$ cat src/inc/ods_pkg.sv
// Shared constants and types for the octal converter serial link
// ==========================================================
// Summary of operation
// - A frame is sixteen falling clocks, sync low
// - Sample data on each falling clock edge
// - Host never drops sync on falling edge
// - Last bit lands on sixteenth falling edge
// - Sync rising after full frame executes command
// - Host raises sync between edges sixteen, seventeen
// - Sync rising before sixteen aborts, nothing changes
// - Sync low past sixteen forwards data out
// - Host keeps sync high minimum time between frames
// - Host idles data input low
// - Host idles sync high
// - Eight channels, 12-bit straight binary codes
// - Mode decides immediate or deferred output update
// - Wake-up starts at sync rise; down means zero
// - Nibbles 1000/1001 pick mode; reset register-only
// - Top bit zero writes code to selected channel
// - Nibbles 1010, 1011, 1100 do group updates
// - Data out low, high at fifteen, then echo
package ods_pkg;
    // ==========================================================
    // Frame geometry
    localparam int          FRAME_BITS   = 16;
    localparam logic [4:0]  CNT_FULL     = 5'h10;
    localparam logic [4:0]  CNT_MARK     = 5'h0f;
    localparam logic [4:0]  CNT_MAX      = 5'h1f;
    localparam int          CMD_MSB      = 15;
    localparam int          CMD_LSB      = 12;
    localparam int          SEL_MSB      = 14;
    localparam int          SEL_LSB      = 12;
    localparam int          CODE_MSB     = 11;
    localparam int          PD_MASK_MSB  = 7;
    // ==========================================================
    // Command nibbles
    localparam logic [3:0]  CMD_REG_ONLY = 4'h8;
    localparam logic [3:0]  CMD_IMMEDIATE = 4'h9;
    localparam logic [3:0]  CMD_UPD_ALL  = 4'ha;
    localparam logic [3:0]  CMD_LOAD_A   = 4'hb;
    localparam logic [3:0]  CMD_BROADCAST = 4'hc;
    localparam logic [3:0]  CMD_PWR_DOWN = 4'hd;
    // ==========================================================
    // Reset values
    localparam logic        RST_IMM_MODE = 1'b0;
    localparam logic        RST_PWR_DOWN = 1'b1;
    // ==========================================================
    // Timing
    localparam int          CLK_NS       = 20;
    localparam int          SCLK_HALF_NS = 80;
    localparam int          SYNC_HIGH_NS = 15;
    localparam int          HALF_CYC     = SCLK_HALF_NS / CLK_NS;
    localparam int          SYNC_HIGH_CYC =
        ((SYNC_HIGH_NS + CLK_NS - 1) / CLK_NS) < 1 ? 1 :
        ((SYNC_HIGH_NS + CLK_NS - 1) / CLK_NS);
    localparam int          GAP_HALVES   = 2;
    // ==========================================================
    // Host sequencer states
    typedef enum logic [2:0] {
        HS_IDLE, HS_LEAD, HS_LOW, HS_HIGH, HS_TAIL, HS_GAP
    } ods_host_st_t;
endpackage : ods_pkg

$ cat src/inc/ods_link_if.sv
// Four-wire serial link between host and converter
`timescale 1ns/1ps
interface ods_link_if;
    logic sclk;
    logic sync_n;
    logic din;
    logic dout;
    modport host (output sclk, output sync_n, output din, input dout);
    modport dev  (input sclk, input sync_n, input din, output dout);
endinterface : ods_link_if

$ cat src/hdl/ods_dev.sv
// Converter end: frame receiver, command executor and chain output
`timescale 1ns/1ps
module ods_dev #(
    parameter int CH = 8,
    parameter int CW = 12
) (
    // Clock and reset
    input  wire logic             CLK,
    input  wire logic             SYS_RST,
    // Serial link
    ods_link_if.dev               LINK,
    // Channel state
    output logic [CH*CW-1:0]      LEVEL_OUT,
    output logic [CH-1:0]         PWR_DOWN,
    output logic [CH-1:0]         WAKE,
    output logic                  IMM_MODE,
    // Frame events
    output logic                  FRAME_DONE,
    output logic                  FRAME_ABORT
);
    // ==========================================================
    // Pin synchronisers
    logic sclk_s1, sclk_s2, sync_s1, sync_s2, din_s1, din_s2;

    // Two flops per pin; only the second stage is read by logic
    always_ff @(posedge CLK or posedge SYS_RST) begin
        if (SYS_RST) begin
            sclk_s1 <= 1'b1;
            sclk_s2 <= 1'b1;
            sync_s1 <= 1'b1;
            sync_s2 <= 1'b1;
            din_s1  <= 1'b0;
            din_s2  <= 1'b0;
        end else begin
            sclk_s1 <= LINK.sclk;
            sclk_s2 <= sclk_s1;
            sync_s1 <= LINK.sync_n;
            sync_s2 <= sync_s1;
            din_s1  <= LINK.din;
            din_s2  <= din_s1;
        end
    end

    // ==========================================================
    // Frame receiver
    logic        sclk_p_q, sclk_p_d;
    logic        sync_p_q, sync_p_d;
    logic [4:0]  cnt_q, cnt_d;
    logic [15:0] shift_q, shift_d;
    logic        dout_q, dout_d;
    logic        done_q, done_d;
    logic        abort_q, abort_d;
    logic        fall, sync_fall, sync_rise, exec;
    logic [4:0]  cnt_next;

    // Edge finding and shifting; all three pins share equal delay
    always_comb begin
        sclk_p_d  = sclk_s2;
        sync_p_d  = sync_s2;
        cnt_d     = cnt_q;
        shift_d   = shift_q;
        dout_d    = dout_q;
        fall      = sclk_p_q && !sclk_s2 && !sync_s2;
        sync_fall = sync_p_q && !sync_s2;
        sync_rise = !sync_p_q && sync_s2;
        exec      = sync_rise && (cnt_q >= ods_pkg::CNT_FULL);
        done_d    = exec;
        abort_d   = sync_rise && (cnt_q < ods_pkg::CNT_FULL);
        // Count saturates so very long chained frames never wrap to a short one
        cnt_next  = (cnt_q == ods_pkg::CNT_MAX) ? cnt_q : cnt_q + 5'h01;
        if (sync_fall) begin
            cnt_d  = 5'h00;
            dout_d = 1'b0;
        end else if (fall) begin
            // MSB arrives first, so the word fills from the bottom
            shift_d = {shift_q[14:0], din_s2};
            cnt_d   = cnt_next;
            if (cnt_next < ods_pkg::CNT_MARK) begin
                dout_d = 1'b0;
            end else if (cnt_next == ods_pkg::CNT_MARK) begin
                dout_d = 1'b1;
            end else begin
                dout_d = shift_q[14];
            end
        end else if (sync_rise) begin
            // Chain output falls quiet once the frame ends
            dout_d = 1'b0;
        end
    end

    // Receiver registers
    always_ff @(posedge CLK or posedge SYS_RST) begin
        if (SYS_RST) begin
            sclk_p_q <= 1'b1;
            sync_p_q <= 1'b1;
            cnt_q    <= 5'h00;
            shift_q  <= 16'h0000;
            dout_q   <= 1'b0;
            done_q   <= 1'b0;
            abort_q  <= 1'b0;
        end else begin
            sclk_p_q <= sclk_p_d;
            sync_p_q <= sync_p_d;
            cnt_q    <= cnt_d;
            shift_q  <= shift_d;
            dout_q   <= dout_d;
            done_q   <= done_d;
            abort_q  <= abort_d;
        end
    end

    assign LINK.dout   = dout_q;
    assign FRAME_DONE  = done_q;
    assign FRAME_ABORT = abort_q;

    // ==========================================================
    // Command executor
    logic [CW-1:0] reg_q [CH];
    logic [CW-1:0] reg_d [CH];
    logic [CW-1:0] out_q [CH];
    logic [CW-1:0] out_d [CH];
    logic [CH-1:0] pd_q, pd_d;
    logic [CH-1:0] wake_q, wake_d;
    logic          mode_q, mode_d;
    logic [CH*CW-1:0] level_q, level_d;
    logic [3:0]    nib;
    logic [2:0]    sel;
    logic [CW-1:0] code;
    logic [CH-1:0] touched;

    // After a long frame the last sixteen bits shifted are the command
    always_comb begin
        nib     = shift_q[ods_pkg::CMD_MSB:ods_pkg::CMD_LSB];
        sel     = shift_q[ods_pkg::SEL_MSB:ods_pkg::SEL_LSB];
        code    = shift_q[ods_pkg::CODE_MSB:0];
        mode_d  = mode_q;
        pd_d    = pd_q;
        touched = '0;
        for (int i = 0; i < CH; i++) begin
            reg_d[i] = reg_q[i];
            out_d[i] = out_q[i];
        end
        if (exec) begin
            if (!nib[3]) begin
                reg_d[sel] = code;
                if (mode_q) begin
                    out_d[sel]   = code;
                    touched[sel] = 1'b1;
                end
            end else begin
                case (nib)
                    ods_pkg::CMD_REG_ONLY:  mode_d = 1'b0;
                    ods_pkg::CMD_IMMEDIATE: mode_d = 1'b1;
                    ods_pkg::CMD_UPD_ALL: begin
                        for (int i = 0; i < CH; i++) begin
                            out_d[i] = reg_q[i];
                        end
                        touched = '1;
                    end
                    ods_pkg::CMD_LOAD_A: begin
                        reg_d[0] = code;
                        out_d[0] = code;
                        for (int i = 1; i < CH; i++) begin
                            out_d[i] = reg_q[i];
                        end
                        touched = '1;
                    end
                    ods_pkg::CMD_BROADCAST: begin
                        for (int i = 0; i < CH; i++) begin
                            reg_d[i] = code;
                            out_d[i] = code;
                        end
                        touched = '1;
                    end
                    ods_pkg::CMD_PWR_DOWN: begin
                        pd_d = pd_q | code[ods_pkg::PD_MASK_MSB:0];
                    end
                    default: begin
                        mode_d = mode_q;
                    end
                endcase
            end
            // An updated output leaves power-down at this sync rise
            pd_d = pd_d & ~touched;
        end
        wake_d = pd_q & touched;
        for (int i = 0; i < CH; i++) begin
            // Powered-down channels sit at zero
            level_d[i*CW +: CW] = pd_d[i] ? '0 : out_d[i];
        end
    end

    // Executor registers; an aborted frame never reaches here
    always_ff @(posedge CLK or posedge SYS_RST) begin
        if (SYS_RST) begin
            for (int i = 0; i < CH; i++) begin
                reg_q[i] <= '0;
                out_q[i] <= '0;
            end
            pd_q    <= {CH{ods_pkg::RST_PWR_DOWN}};
            wake_q  <= '0;
            mode_q  <= ods_pkg::RST_IMM_MODE;
            level_q <= '0;
        end else begin
            for (int i = 0; i < CH; i++) begin
                reg_q[i] <= reg_d[i];
                out_q[i] <= out_d[i];
            end
            pd_q    <= pd_d;
            wake_q  <= wake_d;
            mode_q  <= mode_d;
            level_q <= level_d;
        end
    end

    assign LEVEL_OUT = level_q;
    assign PWR_DOWN  = pd_q;
    assign WAKE      = wake_q;
    assign IMM_MODE  = mode_q;
endmodule : ods_dev

$ cat src/flat_wrapper.sv
// flat-port wrapper written by rule: the top's interface ports become plain ports
module ods_dev_flat 
#(
    parameter int CH = 8,
    parameter int CW = 12
)
  (CLK, SYS_RST, LEVEL_OUT, PWR_DOWN, WAKE, IMM_MODE, FRAME_DONE, FRAME_ABORT, LINK_sclk, LINK_sync_n, LINK_din, LINK_dout);
  ods_link_if LINK_i ();
  input  wire logic CLK;
  input  wire logic SYS_RST;
  output logic [CH*CW-1:0] LEVEL_OUT;
  output logic [CH-1:0] PWR_DOWN;
  output logic [CH-1:0] WAKE;
  output logic IMM_MODE;
  output logic FRAME_DONE;
  output logic FRAME_ABORT;
  input wire logic [$bits(LINK_i.sclk)-1:0] LINK_sclk;
  input wire logic [$bits(LINK_i.sync_n)-1:0] LINK_sync_n;
  input wire logic [$bits(LINK_i.din)-1:0] LINK_din;
  output wire logic [$bits(LINK_i.dout)-1:0] LINK_dout;
  assign LINK_i.sclk = LINK_sclk;
  assign LINK_i.sync_n = LINK_sync_n;
  assign LINK_i.din = LINK_din;
  assign LINK_dout = LINK_i.dout;
  ods_dev #(.CH(CH), .CW(CW)) u_core (.CLK(CLK), .SYS_RST(SYS_RST), .LINK(LINK_i), .LEVEL_OUT(LEVEL_OUT), .PWR_DOWN(PWR_DOWN), .WAKE(WAKE), .IMM_MODE(IMM_MODE), .FRAME_DONE(FRAME_DONE), .FRAME_ABORT(FRAME_ABORT));
endmodule
$ cat config.mk
export PLATFORM = sky130hd
export DESIGN_NAME = ods_dev_flat
export DESIGN_NICKNAME = d
export VERILOG_FILES = /design/src/inc/ods_pkg.sv /design/src/inc/ods_link_if.sv /design/src/hdl/ods_dev.sv /design/src/flat_wrapper.sv
export SDC_FILE = /design/constraint.sdc
export NUM_CORES = 1
export LEC_CHECK = 0
export ABC_AREA = 1
export BUFFER_PORTS_ARGS = -buffer_cell sky130_fd_sc_hd__clkbuf_2
export CAP_MARGIN = 15
export CORE_MARGIN = 2
export CORE_UTILIZATION = 61
export CTS_BUF_LIST = sky130_fd_sc_hd__clkbuf_16
export CTS_CLUSTER_DIAMETER = 40
export DETAILED_ROUTE_END_ITERATION = 10
export HOLD_SLACK_MARGIN = 0.06
export PLACE_DENSITY = 0.8
export RECOVER_POWER = 25
export SYNTH_ARGS = -nofsm -noshare
export SYNTH_HDL_FRONTEND = slang
export SYNTH_SLANG_ARGS = --single-unit
export TNS_END_PERCENT = 5
$ cat constraint.sdc
create_clock -name CLK -period 14.25 [get_ports CLK]
set_clock_uncertainty 0.1 [all_clocks]
set_input_delay 3.5625 -clock CLK [delete_from_list [all_inputs] [get_ports CLK]]
set_output_delay 3.5625 -clock CLK [all_outputs]
set_load 0.02 [all_outputs]
Word-level counts from Yosys, hierarchy flattened
Cells that the tools add are included.
{"block": "totals", "register_bits": 337, "inputBits": 5, "output_inout_bits": 116, "elab_cells": 116}
{"block": "classes", "n_addsub": 1, "n_lt_le_gt_ge": 7, "n_eq_ne": 10, "muxes": 39, "bitwise_logic": 6, "n_reduce_logical": 20}
{"op": "$mux W96", "n": 4}
{"op": "$pmux W96 S3", "n": 1}
{"op": "$bwmux W96", "n": 2}
{"op": "$mux W12", "n": 10}
{"op": "$mux W84", "n": 1}
{"op": "$mux W8", "n": 9}
{"op": "$demux W12 S3", "n": 1}
{"op": "$eq A4 B4 Y1 const B", "n": 6}
{"op": "$and A8 B8 Y8", "n": 2}
{"op": "$mux W5", "n": 3}
{"op": "$logic_and A1 B1 Y1", "n": 8}
{"op": "$not A8 Y8", "n": 1}
{"op": "$or A8 B8 Y8", "n": 1}
{"op": "$mux W1", "n": 6}
{"op": "$reduce_and A2 Y1", "n": 3}
{"op": "$add A5 B1 Y5 const B", "n": 1}
{"op": "$eq A5 B4 Y1 const B", "n": 1}
{"op": "$eq A5 B5 Y1 const B", "n": 1}
{"op": "$ge A5 B5 Y1 const B", "n": 1}
{"op": "$lt A5 B4 Y1 const B", "n": 1}
{"op": "$lt A5 B5 Y1 const B", "n": 1}
{"op": "$ge A4 B4 Y1 const B", "n": 1}
{"op": "$lt A3 B4 Y1 const B", "n": 1}
{"op": "$lt A4 B1 Y1 const B", "n": 1}
{"op": "12 further kinds", "n": 16}

Longest topological paths before layout
Gate-level depths: netlist of the first run.
{"block": "logic_depth", "word_depth": 11, "mapped_depth": 13, "mapped_depth_nobuf": 10}

Worst setup path after synthesis of the first run
Ideal clock, no wire load.
{"block": "synth_timing", "kind": "register to output", "from": "register u_core.pd_q[0] (netlist: u_core.PWR_DOWN[0])", "to": "output PWR_DOWN[0]", "arrival_ps": 563, "t_required_ps": 10587, "setup_slack_ps": 10025, "path_stages_with_launch": 1, "path_buffers": 0, "cell_sequence": "dfstp_2"}
{"item": "from (decl)", "line": "ods_dev.sv:122", "source": "logic [CH-1:0] pd_q, pd_d;"}
{"item": "from (signal assigned)", "line": "ods_dev.sv:200", "source": "pd_q <= {CH{ods_pkg::RST_PWR_DOWN}};"}
{"item": "from (signal assigned)", "line": "ods_dev.sv:209", "source": "pd_q <= pd_d;"}
{"item": "to (decl)", "line": "flat_wrapper.sv:12", "source": "output logic [CH-1:0] PWR_DOWN;"}
No word-level cell between the ends.

Worst setup path after layout of the first run
{"block": "layout_timing", "from": "register u_core.sync_p_q", "to": "register u_core.level_q[64] (netlist: u_core.LEVEL_OUT[64])"}
{"block": "layout_via", "elab_chain_len": 5, "word_cells_on_any_way": 6, "cone_classes": "mux (3); reduce/logical (3)"}
{"item": "from (decl)", "line": "ods_dev.sv:47", "source": "logic sync_p_q, sync_p_d;"}
{"item": "from (signal assigned)", "line": "ods_dev.sv:103", "source": "sync_p_q <= sync_p_d;"}
{"item": "$logic_not A1 Y1 (*)", "line": "ods_dev.sv:65", "source": "sync_rise = !sync_p_q && sync_s2;"}
{"item": "$logic_and A1 B1 Y1 (*)", "line": "ods_dev.sv:65"}
{"item": "$logic_and A1 B1 Y1 (*)", "line": "ods_dev.sv:66", "source": "exec = sync_rise && (cnt_q >= ods_pkg::CNT_FULL);"}
{"item": "$mux W96 / $mux W8 (equally long branches)", "line": "ods_dev.sv:143", "source": "if (exec) begin"}
{"item": "$mux W12 (*)", "line": "ods_dev.sv:189", "source": "level_d[i*CW +: CW] = pd_d[i] ? '0 : out_d[i];"}
{"item": "named net u_core.level_d[64]", "line": "ods_dev.sv:125", "source": "logic [CH*CW-1:0] level_q, level_d;"}
{"item": "to (signal assigned)", "line": "ods_dev.sv:212", "source": "level_q <= level_d;"}
{"item": "to (decl)", "line": "ods_dev.sv:125"}
The timed path passes the listed nets; every way through them passes the cells marked *.
A chain may end at the register's enable or synchronous reset.

==> tab_implementation.tex, run 1 <==
\begin{tabular}{lr}
\hline
Metric & Value \\
\hline
\multicolumn{2}{l}{\textbf{Timing}} \\
Measured slew at the worst slew-check pin & roughly 4500 ps \\
Worst slew margin relative to its limit & -204\% \\
Number of pins with negative max-slew slack in the final report & 482 \\
Setup Total Neg Slack & 0 ps \\
Final Hold Fails & 0 \\
Post-layout min period & 9040 ps \\
Unrepaired setup endpoints after global routing & false \\
Highest clock rate & 0.111 GHz \\
Period utilization & a little under two thirds \\
Number of failing setup endpoints in the final timing report & 0 \\
\multicolumn{2}{l}{\textbf{Worst setup path}} \\
Longest individual stage delay on the worst path & 2930 ps \\
Nature of the critical path endpoint & flop \\
Category of the worst setup path launch point & flop \\
Family of cells with the greatest summed delay on the critical path & buffers and inverters \\
Critical Setup Path Class & reg -> reg \\
Critical path, cell by cell & inv\_1, ha\_1, nand2\_1, clkbuf\_1, clkinvlp\_2, nand3\_1, nand3\_1, o21ai\_0, nand2\_1, inv\_2, nor2\_1 \\
Worst Path Max Fanout & 62 \\
Crit path arrival time & 9370 ps \\
Worst path bufs/invs & 4 \\
Critical Path Slowest Stage Cell & sky130\_fd\_sc\_hd\_\_clkinvlp\_2 \\
Crit path required time & 14,570 ps \\
\multicolumn{2}{l}{\textbf{Synthesis}} \\
Number of flops mapped to enable cells by yosys & 0 \\
Post-synthesis cell type with the largest combined area & sky130\_fd\_sc\_hd\_\_dfrtp\_1 \\
Net Count, Synth & 2,505 \\
Cells after Synth & $\sim$2,500 \\
Warnings, synthesis & 0 \\
Syn avg cell area & 7.08 um2 \\
Sequential share of the synthesized area & 47.8\% \\
Proportion of netlist area held by the largest area contributor & a little under half \\
Flip-flop and latch count after synthesis & 337 \\
Dominant synthesized flop cell & sky130\_fd\_sc\_hd\_\_dfrtp\_1 \\
Fraction of registers with async set or reset after synthesis & 100\% \\
Leading post-synthesis cells by instance count & sky130\_fd\_sc\_hd\_\_nand2\_1, sky130\_fd\_sc\_hd\_\_inv\_1, sky130\_fd\_sc\_hd\_\_nand3\_1 \\
Netlist area before placement & about 18,000 um2 \\
Count leader, synth & sky130\_fd\_sc\_hd\_\_nand2\_1 \\
Post-synthesis cell type count & 33 \\
Top cells by area in the synthesized netlist & sky130\_fd\_sc\_hd\_\_dfrtp\_1, sky130\_fd\_sc\_hd\_\_nand2\_1, sky130\_fd\_sc\_hd\_\_nand3\_1 \\
\multicolumn{2}{l}{\textbf{Die}} \\
Floorplan core area & approximately 29,000 um2 \\
Initial cell density of the core & between 60\% and 70\% \\
Chip width & 174 um \\
Number of standard-cell rows in the floorplan & 62 \\
Number of top-level pins & 121 \\
Die area & 30,300 um2 \\
Die span in y & 174 um \\
\multicolumn{2}{l}{\textbf{Routing}} \\
Detailed-route via count & 16,700 \\
Iter 0 DRT Violations & 2,273 \\
Detailed Routing Iterations Pass 1 & 6 \\
Post-route DRC & 0 \\
Average wire length per cell after detail routing & 17.8 um \\
Final wirelength & 52,400 um \\
Total routed wire length on the met1 layer & between 15,000 and 20,000 um \\
Met3 wire length & 6620 um \\
Top layer in use & met5 \\
Ratio of routed vias to standard cells & 5.68 \\
Met2 wire length & roughly 23,000 um \\
Post-DRT Antenna Nets & 0 \\
\multicolumn{2}{l}{\textbf{Run}} \\
Max Cap Viol & 9 \\
\multicolumn{2}{l}{\textbf{GRT}} \\
Pin count of the biggest net entering global routing & around 110 \\
Via count of the first global-routing pass & about 16,000 \\
Wire length of the first global-routing pass & $\sim$83,000 um \\
Gr usage total & 34.8\% \\
Grt total ovfl & 0 \\
Antenna violations before repair & 2 \\
\multicolumn{2}{l}{\textbf{Clock tree}} \\
Number of resized instances in the post-cts repair step & 0 \\
Clock sinks & 337 \\
Cts-stage hold buffer count & 0 \\
Worst-path clk slew & approximately 60 ps \\
CTS root buffer & sky130\_fd\_sc\_hd\_\_clkbuf\_16 \\
Clock Path Buffers & 3 \\
Clock tree from TritonCTS & built \\
Num CTS Buffers & 46 \\
Later-pin clock latency in the skew report & approximately 550 ps \\
Setup fix buffers added after clock tree synthesis & 0 \\
H-tree levels & 2 \\
\multicolumn{2}{l}{\textbf{Power}} \\
Seq pwr share & a little under half \\
P\_int & 1.68 mW \\
Switching power summed over all nets & 0.530 mW \\
Sw Share & 23.9\% \\
Part of the total power dissipated in the clock network & 52.0\% \\
Worst-case vdd ir drop & 0.0000943 V \\
Power per cell area & 113 nW/um2 \\
Part of the total power dissipated in combinational logic & 2.6\% \\
Leak Pwr & 11.3 nW \\
\multicolumn{2}{l}{\textbf{Layout}} \\
Layout cells sized above 1 & around a tenth \\
Layout area overhead & 10.9\% \\
Number of nets in the layout & 2,521 \\
Final std cells w/o fill & a little under 3,000 \\
\multicolumn{2}{l}{\textbf{Hold path}} \\
Path class of the lowest-slack min-delay path & reg -> reg \\
\multicolumn{2}{l}{\textbf{Place}} \\
Post-Place Cells & 2,847 \\
Count of input and output buffers & 120 \\
Total half-perimeter wirelength after legalization and detailed placement & 30,100 um \\
Gpl congestion & 0.840 \\
\multicolumn{2}{l}{\textbf{Run status}} \\
Run status & complete, but fails checks \\
Violations in the final reports & capacitance limit, slew limit \\
\hline
\end{tabular}
==> cells in the final DEF, fill, tap and decap left out, types with 4 or more instances in the layout <==
cell type	netlist	routed
sky130_fd_sc_hd__dfrtp_1	323	322
sky130_fd_sc_hd__clkinv_4	0	4
sky130_fd_sc_hd__o21ai_1	16	13
sky130_fd_sc_hd__clkinv_1	22	30
sky130_fd_sc_hd__o21ai_0	108	114
sky130_fd_sc_hd__clkbuf_2	0	120
sky130_fd_sc_hd__clkbuf_16	0	49
sky130_fd_sc_hd__clkbuf_1	67	4
sky130_fd_sc_hd__bufinv_16	0	5
sky130_fd_sc_hd__buf_4	21	10
sky130_fd_sc_hd__nand2_1	861	864
sky130_fd_sc_hd__dfstp_2	14	13
sky130_fd_sc_hd__nor2_2	4	4
sky130_fd_sc_hd__nand4_1	51	51
sky130_fd_sc_hd__a21oi_1	13	13
sky130_fd_sc_hd__clkinv_2	0	6
sky130_fd_sc_hd__inv_2	15	14
sky130_fd_sc_hd__nor2_1	186	186
sky130_fd_sc_hd__nand3_2	14	12
sky130_fd_sc_hd__nand3_1	331	333
sky130_fd_sc_hd__inv_1	345	351
==> worst reg2reg max path, stage by stage (launching register included) <==
cell and delay [ps]:
sky130_fd_sc_hd__dfstp_2 520, sky130_fd_sc_hd__inv_1 40, sky130_fd_sc_hd__ha_1 190, sky130_fd_sc_hd__nand2_1 70, sky130_fd_sc_hd__clkbuf_1 1480, sky130_fd_sc_hd__clkinvlp_2 2940
sky130_fd_sc_hd__nand3_1 1730, sky130_fd_sc_hd__nand3_1 1010, sky130_fd_sc_hd__o21ai_0 450, sky130_fd_sc_hd__nand2_1 120, sky130_fd_sc_hd__inv_2 200, sky130_fd_sc_hd__nor2_1 90
==> kinds of logic (layout without fill, tap and decap cells) <==
group	after synthesis	after routing	share of synthesized area, %
and+or+nand+nor	1460	1460	35.0
buffers and inverters	550	603	12.7
DFF	337	337	47.8
AOI/OAI and AO/OA	145	145	4.23
adders and majority gates	3	3	0.212
xor gates and xnor gates	2	2	0.0991
other	0	1	0
==> final timing paths <==
kind	start	end	slack, ps	depth (start not counted)
max in group asynchronous	SYS_RST	u_core.shift_q[14]	6450	4
min in group asynchronous	SYS_RST	u_core.out_q[76]	4280	2
setup reg to reg	u_core.sync_p_q	u_core.LEVEL_OUT[64]	5210	11
setup / recovery	u_core.sync_p_q	u_core.LEVEL_OUT[64]	5210	11
hold reg to reg	u_core.din_s1	u_core.din_s2	250	0
hold / removal	u_core.din_s1	u_core.din_s2	250	0
==> flip-flops by register name, indices dropped and copies added (netlist names), 5 cells and up <==
signal / count
u_core.reg_q: 96
u_core.shift_q: 16
u_core.cnt_q: 5
u_core.LEVEL_OUT: 96
u_core.PWR_DOWN: 8
u_core.out_q: 96
u_core.WAKE: 8
==> per-layer routing <==
metal	up-vias	global-route usage [%]
li1	7679	-
met1	7654	43.7
met2	1080	53.5
met3	267	9.34
met4	2	22.0
met5	-	0.962
==> final cells by class <==
class / count / area [um2]
Clock buffer: 49 / 1230
Sequential cell: 337 / 8450
Clock inverter: 36 / 324
Antenna cell: 1 / 2.50
Fill cell: 2325 / 9020
Tap cell: 384 / 480
Timing Repair Buffer: 135 / 718
Multi-Input combinational cell: 1610 / 6960
Inverter: 383 / 1440
==> power by group through the flow <==
stage	sequential (mW)	clock, mW	combinational, mW
after global placement	1.02	0	0.0526
after floorplan	0.985	0	0.0411
after detailed placement	1.02	0	0.0541
final	1.01	1.15	0.0567
after CTS	1.00	1.16	0.0547
after global routing	1.00	1.20	0.0604
==> stage by stage <==
stage / cell area (um2) / total power [mW] / hold slack [ps] / setup slack [ps] / util [%]
after floorplan: 17700 / 1.03 / 231 / 1270 / -
after global placement: 18100 / 1.07 / 234 / 8050 / 63.2
after detailed placement: 18100 / 1.07 / 237 / 8020 / 63.2
after CTS: 19600 / 2.21 / 250 / 8590 / 68.6
after global routing: 19600 / 2.26 / 258 / 4950 / 68.5
final: 19600 / 2.21 / 248 / 5210 / 68.5
(Power assumes the default switching activity.)
==> run 2, diff against run 1 <==
- ABC_AREA: 1 -> 0
- CORE_UTILIZATION: 61 -> 54
- PLACE_DENSITY: 0.8 -> 0.76
- clock period: 14.25 -> 7.4 ns (I/O delays scaled with it)
==> tab_implementation.tex, run 2 <==
\begin{tabular}{lr}
\hline
Metric & Value \\
\hline
\multicolumn{2}{l}{\textbf{Run status}} \\
Run status & complete, but fails checks \\
Violations in the final reports & capacitance limit, slew limit \\
\multicolumn{2}{l}{\textbf{Synthesis}} \\
Cells after Synth & 1,358 (-46\%) \\
Top cells by area in the synthesized netlist & sky130\_fd\_sc\_hd\_\_dfrtp\_1, sky130\_fd\_sc\_hd\_\_mux2\_2, sky130\_fd\_sc\_hd\_\_a21oi\_1 \\
Number of flops mapped to enable cells by yosys & 0 (unchanged) \\
Fraction of registers with async set or reset after synthesis & 100\% (unchanged) \\
Warnings, synthesis & 0 (unchanged) \\
Proportion of netlist area held by the largest area contributor & 53.3\% (+7.6 points) \\
Count leader, synth & sky130\_fd\_sc\_hd\_\_dfrtp\_1 \\
Syn avg cell area & 11.2 um2 (+58\%) \\
Flip-flop and latch count after synthesis & 337 (unchanged) \\
Post-synthesis cell type count & 56 (+70\%) \\
Net Count, Synth & 1,366 (-45\%) \\
Sequential share of the synthesized area & 55.8\% (+8.0 points) \\
Leading post-synthesis cells by instance count & sky130\_fd\_sc\_hd\_\_dfrtp\_1, sky130\_fd\_sc\_hd\_\_a21oi\_1, sky130\_fd\_sc\_hd\_\_nand2\_1 \\
Post-synthesis cell type with the largest combined area & sky130\_fd\_sc\_hd\_\_dfrtp\_1 \\
Netlist area before placement & 15,200 um2 (-14\%) \\
Dominant synthesized flop cell & sky130\_fd\_sc\_hd\_\_dfrtp\_1 \\
\multicolumn{2}{l}{\textbf{Worst setup path}} \\
Endpoint of the worst-slack reg-to-reg timing path & u\_core.LEVEL\_OUT[19] \\
Worst Path Max Fanout & 134 (+120\%) \\
Category of the worst setup path launch point & input pin \\
Nature of the critical path endpoint & asynchronous set/reset pin \\
Crit path required time & 7190 ps (-7380 ps) \\
Crit path arrival time & 4530 ps (-4840 ps) \\
Critical register-to-register path startpoint & u\_core.sync\_p\_d \\
Critical Setup Path Class & in -> async \\
Setup slack, reg-to-reg & 3420 ps (-1790 ps) \\
Depth of the worst register-to-register path & 8 (-3) \\
\multicolumn{2}{l}{\textbf{Timing}} \\
Setup Total Neg Slack & 0 ps (unchanged) \\
Final Hold Fails & 0 (unchanged) \\
Number of pins with negative max-slew slack in the final report & 196 (-59\%) \\
Period utilization & 64.0\% \\
Unrepaired setup endpoints after global routing & false \\
Highest clock rate & 0.211 GHz \\
Worst slew margin relative to its limit & -123\% (+81 points) \\
Number of failing setup endpoints in the final timing report & 0 (unchanged) \\
Measured slew at the worst slew-check pin & 3340 ps (-1190 ps) \\
Post-layout min period & 4740 ps \\
\multicolumn{2}{l}{\textbf{Hold path}} \\
Startpoint of the tightest hold check path & u\_core.din\_s1 \\
Hold Path Depth & 0 (unchanged) \\
Path class of the lowest-slack min-delay path & reg -> reg \\
Worst Hold Path EP & u\_core.din\_s2 \\
\multicolumn{2}{l}{\textbf{GRT}} \\
Grt total ovfl & 0 (unchanged) \\
Gr usage total & 28.8\% (-5.9 points) \\
Wire length of the first global-routing pass & 64,100 um (-23\%) \\
Antenna violations before repair & 1 (-1) \\
Pin count of the biggest net entering global routing & 135 (+27\%) \\
Via count of the first global-routing pass & 11,200 (-30\%) \\
\multicolumn{2}{l}{\textbf{Clock tree}} \\
Clock Path Buffers & 3 (unchanged) \\
Num CTS Buffers & 44 (-4.3\%) \\
Worst-path clk slew & 50 ps (about the same) \\
Setup fix buffers added after clock tree synthesis & 0 (unchanged) \\
Number of resized instances in the post-cts repair step & 0 (unchanged) \\
Clock sinks & 337 (unchanged) \\
Later-pin clock latency in the skew report & 540 ps (about the same) \\
Cts-stage hold buffer count & 0 (unchanged) \\
CTS root buffer & sky130\_fd\_sc\_hd\_\_clkbuf\_16 \\
H-tree levels & 2 (unchanged) \\
Clock tree from TritonCTS & built \\
\multicolumn{2}{l}{\textbf{Die}} \\
Die span in y & 172 um (-1.5\%) \\
Initial cell density of the core & 54.7\% (-7.0 points) \\
Die area & 29,400 um2 (-3.1\%) \\
Number of top-level pins & 121 (unchanged) \\
Number of standard-cell rows in the floorplan & 61 (-1.6\%) \\
Chip width & 172 um (-1.5\%) \\
Floorplan core area & 27,700 um2 (-3.2\%) \\
\multicolumn{2}{l}{\textbf{Routing}} \\
Post-route DRC & 0 (unchanged) \\
Post-DRT Antenna Nets & 0 (unchanged) \\
Final wirelength & 42,100 um (-20\%) \\
Ratio of routed vias to standard cells & 6.20 (+9.1\%) \\
Detailed Routing Iterations Pass 1 & 5 (-1) \\
Iter 0 DRT Violations & 1,265 (-44\%) \\
Average wire length per cell after detail routing & 22.9 um (+28\%) \\
Detailed-route via count & 11,400 (-32\%) \\
\multicolumn{2}{l}{\textbf{Layout}} \\
Commonest non-fill, non-tap cell in the layout & sky130\_fd\_sc\_hd\_\_dfrtp\_1 \\
Layout area overhead & 15.3\% \\
Commonest cells after routing, fill and taps aside & sky130\_fd\_sc\_hd\_\_dfrtp\_1, sky130\_fd\_sc\_hd\_\_a21oi\_1, sky130\_fd\_sc\_hd\_\_nand2\_1 \\
Layout cells sized above 1 & 26.1\% (+16 points) \\
Number of nets in the layout & 1,434 (-43\%) \\
\multicolumn{2}{l}{\textbf{Place}} \\
Count of input and output buffers & 120 (unchanged) \\
Total half-perimeter wirelength after legalization and detailed placement & 24,700 um (-18\%) \\
Gpl congestion & 0.857 (+2.0\%) \\
\multicolumn{2}{l}{\textbf{Power}} \\
Total chip power & 4.22 mW (+91\%) \\
Leak Pwr & 9.02 nW (-20\%) \\
Power per cell area & 242 nW/um2 (+110\%) \\
Worst-case vdd ir drop & 0.000158 V (+68\%) \\
\multicolumn{2}{l}{\textbf{Run}} \\
Max Cap Viol & 2 (-7) \\
\hline
\end{tabular}
==> run 2: power breakdown <==
| part | switching, mW | internal [mW] |
|---|---|---|
| logic | 0.0687 | 0.0321 |
| registers | 0.110 | 1.86 |
| clock network | 0.837 | 1.31 |
==> run 2: worst max path at each step <==
stage	start	to	slack (ps)	cells after the start
floorplan	SYS_RST	u_core.FRAME_ABORT	960	1
global placement	u_core.sync_p_q	u_core.LEVEL_OUT[18]	3670	9
detailed placement	u_core.sync_p_d	u_core.LEVEL_OUT[68]	3560	8
CTS	u_core.sync_p_d	u_core.LEVEL_OUT[19]	3520	8
global route	SYS_RST	u_core.LEVEL_OUT[18]	2060	3
finish	SYS_RST	u_core.out_q[22]	2660	3
==> run 2: per-layer routing <==
layer | GRT usage (%) | routed length [um]
met1 | 39.8 | 17400
met2 | 44.0 | 19100
met3 | 7.25 | 4130
met4 | 11.1 | 1520
met5 | 0 | 0
==> run 2: cell type report <==
type / count / area [um2]
timing repair buffer: 150 / 820
clock buffer: 44 / 1100
tap: 378 / 473
clock inverter: 37 / 384
sequential: 337 / 8450
multi-input combinational: 882 / 6190
antenna: 1 / 2.50
inverter: 11 / 42.5
fill: 2138 / 10200
==> run 2: through the flow <==
| step | std cells | setup WS [ps] | utilization [%] | hold WS (ps) | cell area (um2) |
|---|---|---|---|---|---|
| floorplan | 1358 | 957 | - | 231 | 15200 |
| global placement | 1752 | 3670 | 57.6 | 239 | 16000 |
| detailed placement | 1754 | 3560 | 57.6 | 241 | 16000 |
| CTS | 1835 | 3520 | 63.0 | 254 | 17500 |
| global route | 1839 | 2060 | 63.0 | 256 | 17500 |
| finish | 1840 | 2660 | 63.0 | 252 | 17500 |
==> run 2: worst max-delay path, stage by stage <==
cell                         delay [ps]
sky130_fd_sc_hd__clkbuf_2            80
sky130_fd_sc_hd__clkinvlp_2         130
sky130_fd_sc_hd__clkbuf_2          2300
==> run 2: cells by family after synthesis <==
| kind of cell | share of synthesized area, % |
|---|---|
| flip-flops | 55.8 |
| adder cells (fa/ha/maj) | 0.248 |
| AND/OR/NAND/NOR | 11.6 |
| XOR/XNOR | 0.231 |
| AO/OA/AOI/OAI | 14.7 |
| multiplexers | 13.6 |
| buffers and inverters | 3.82 |
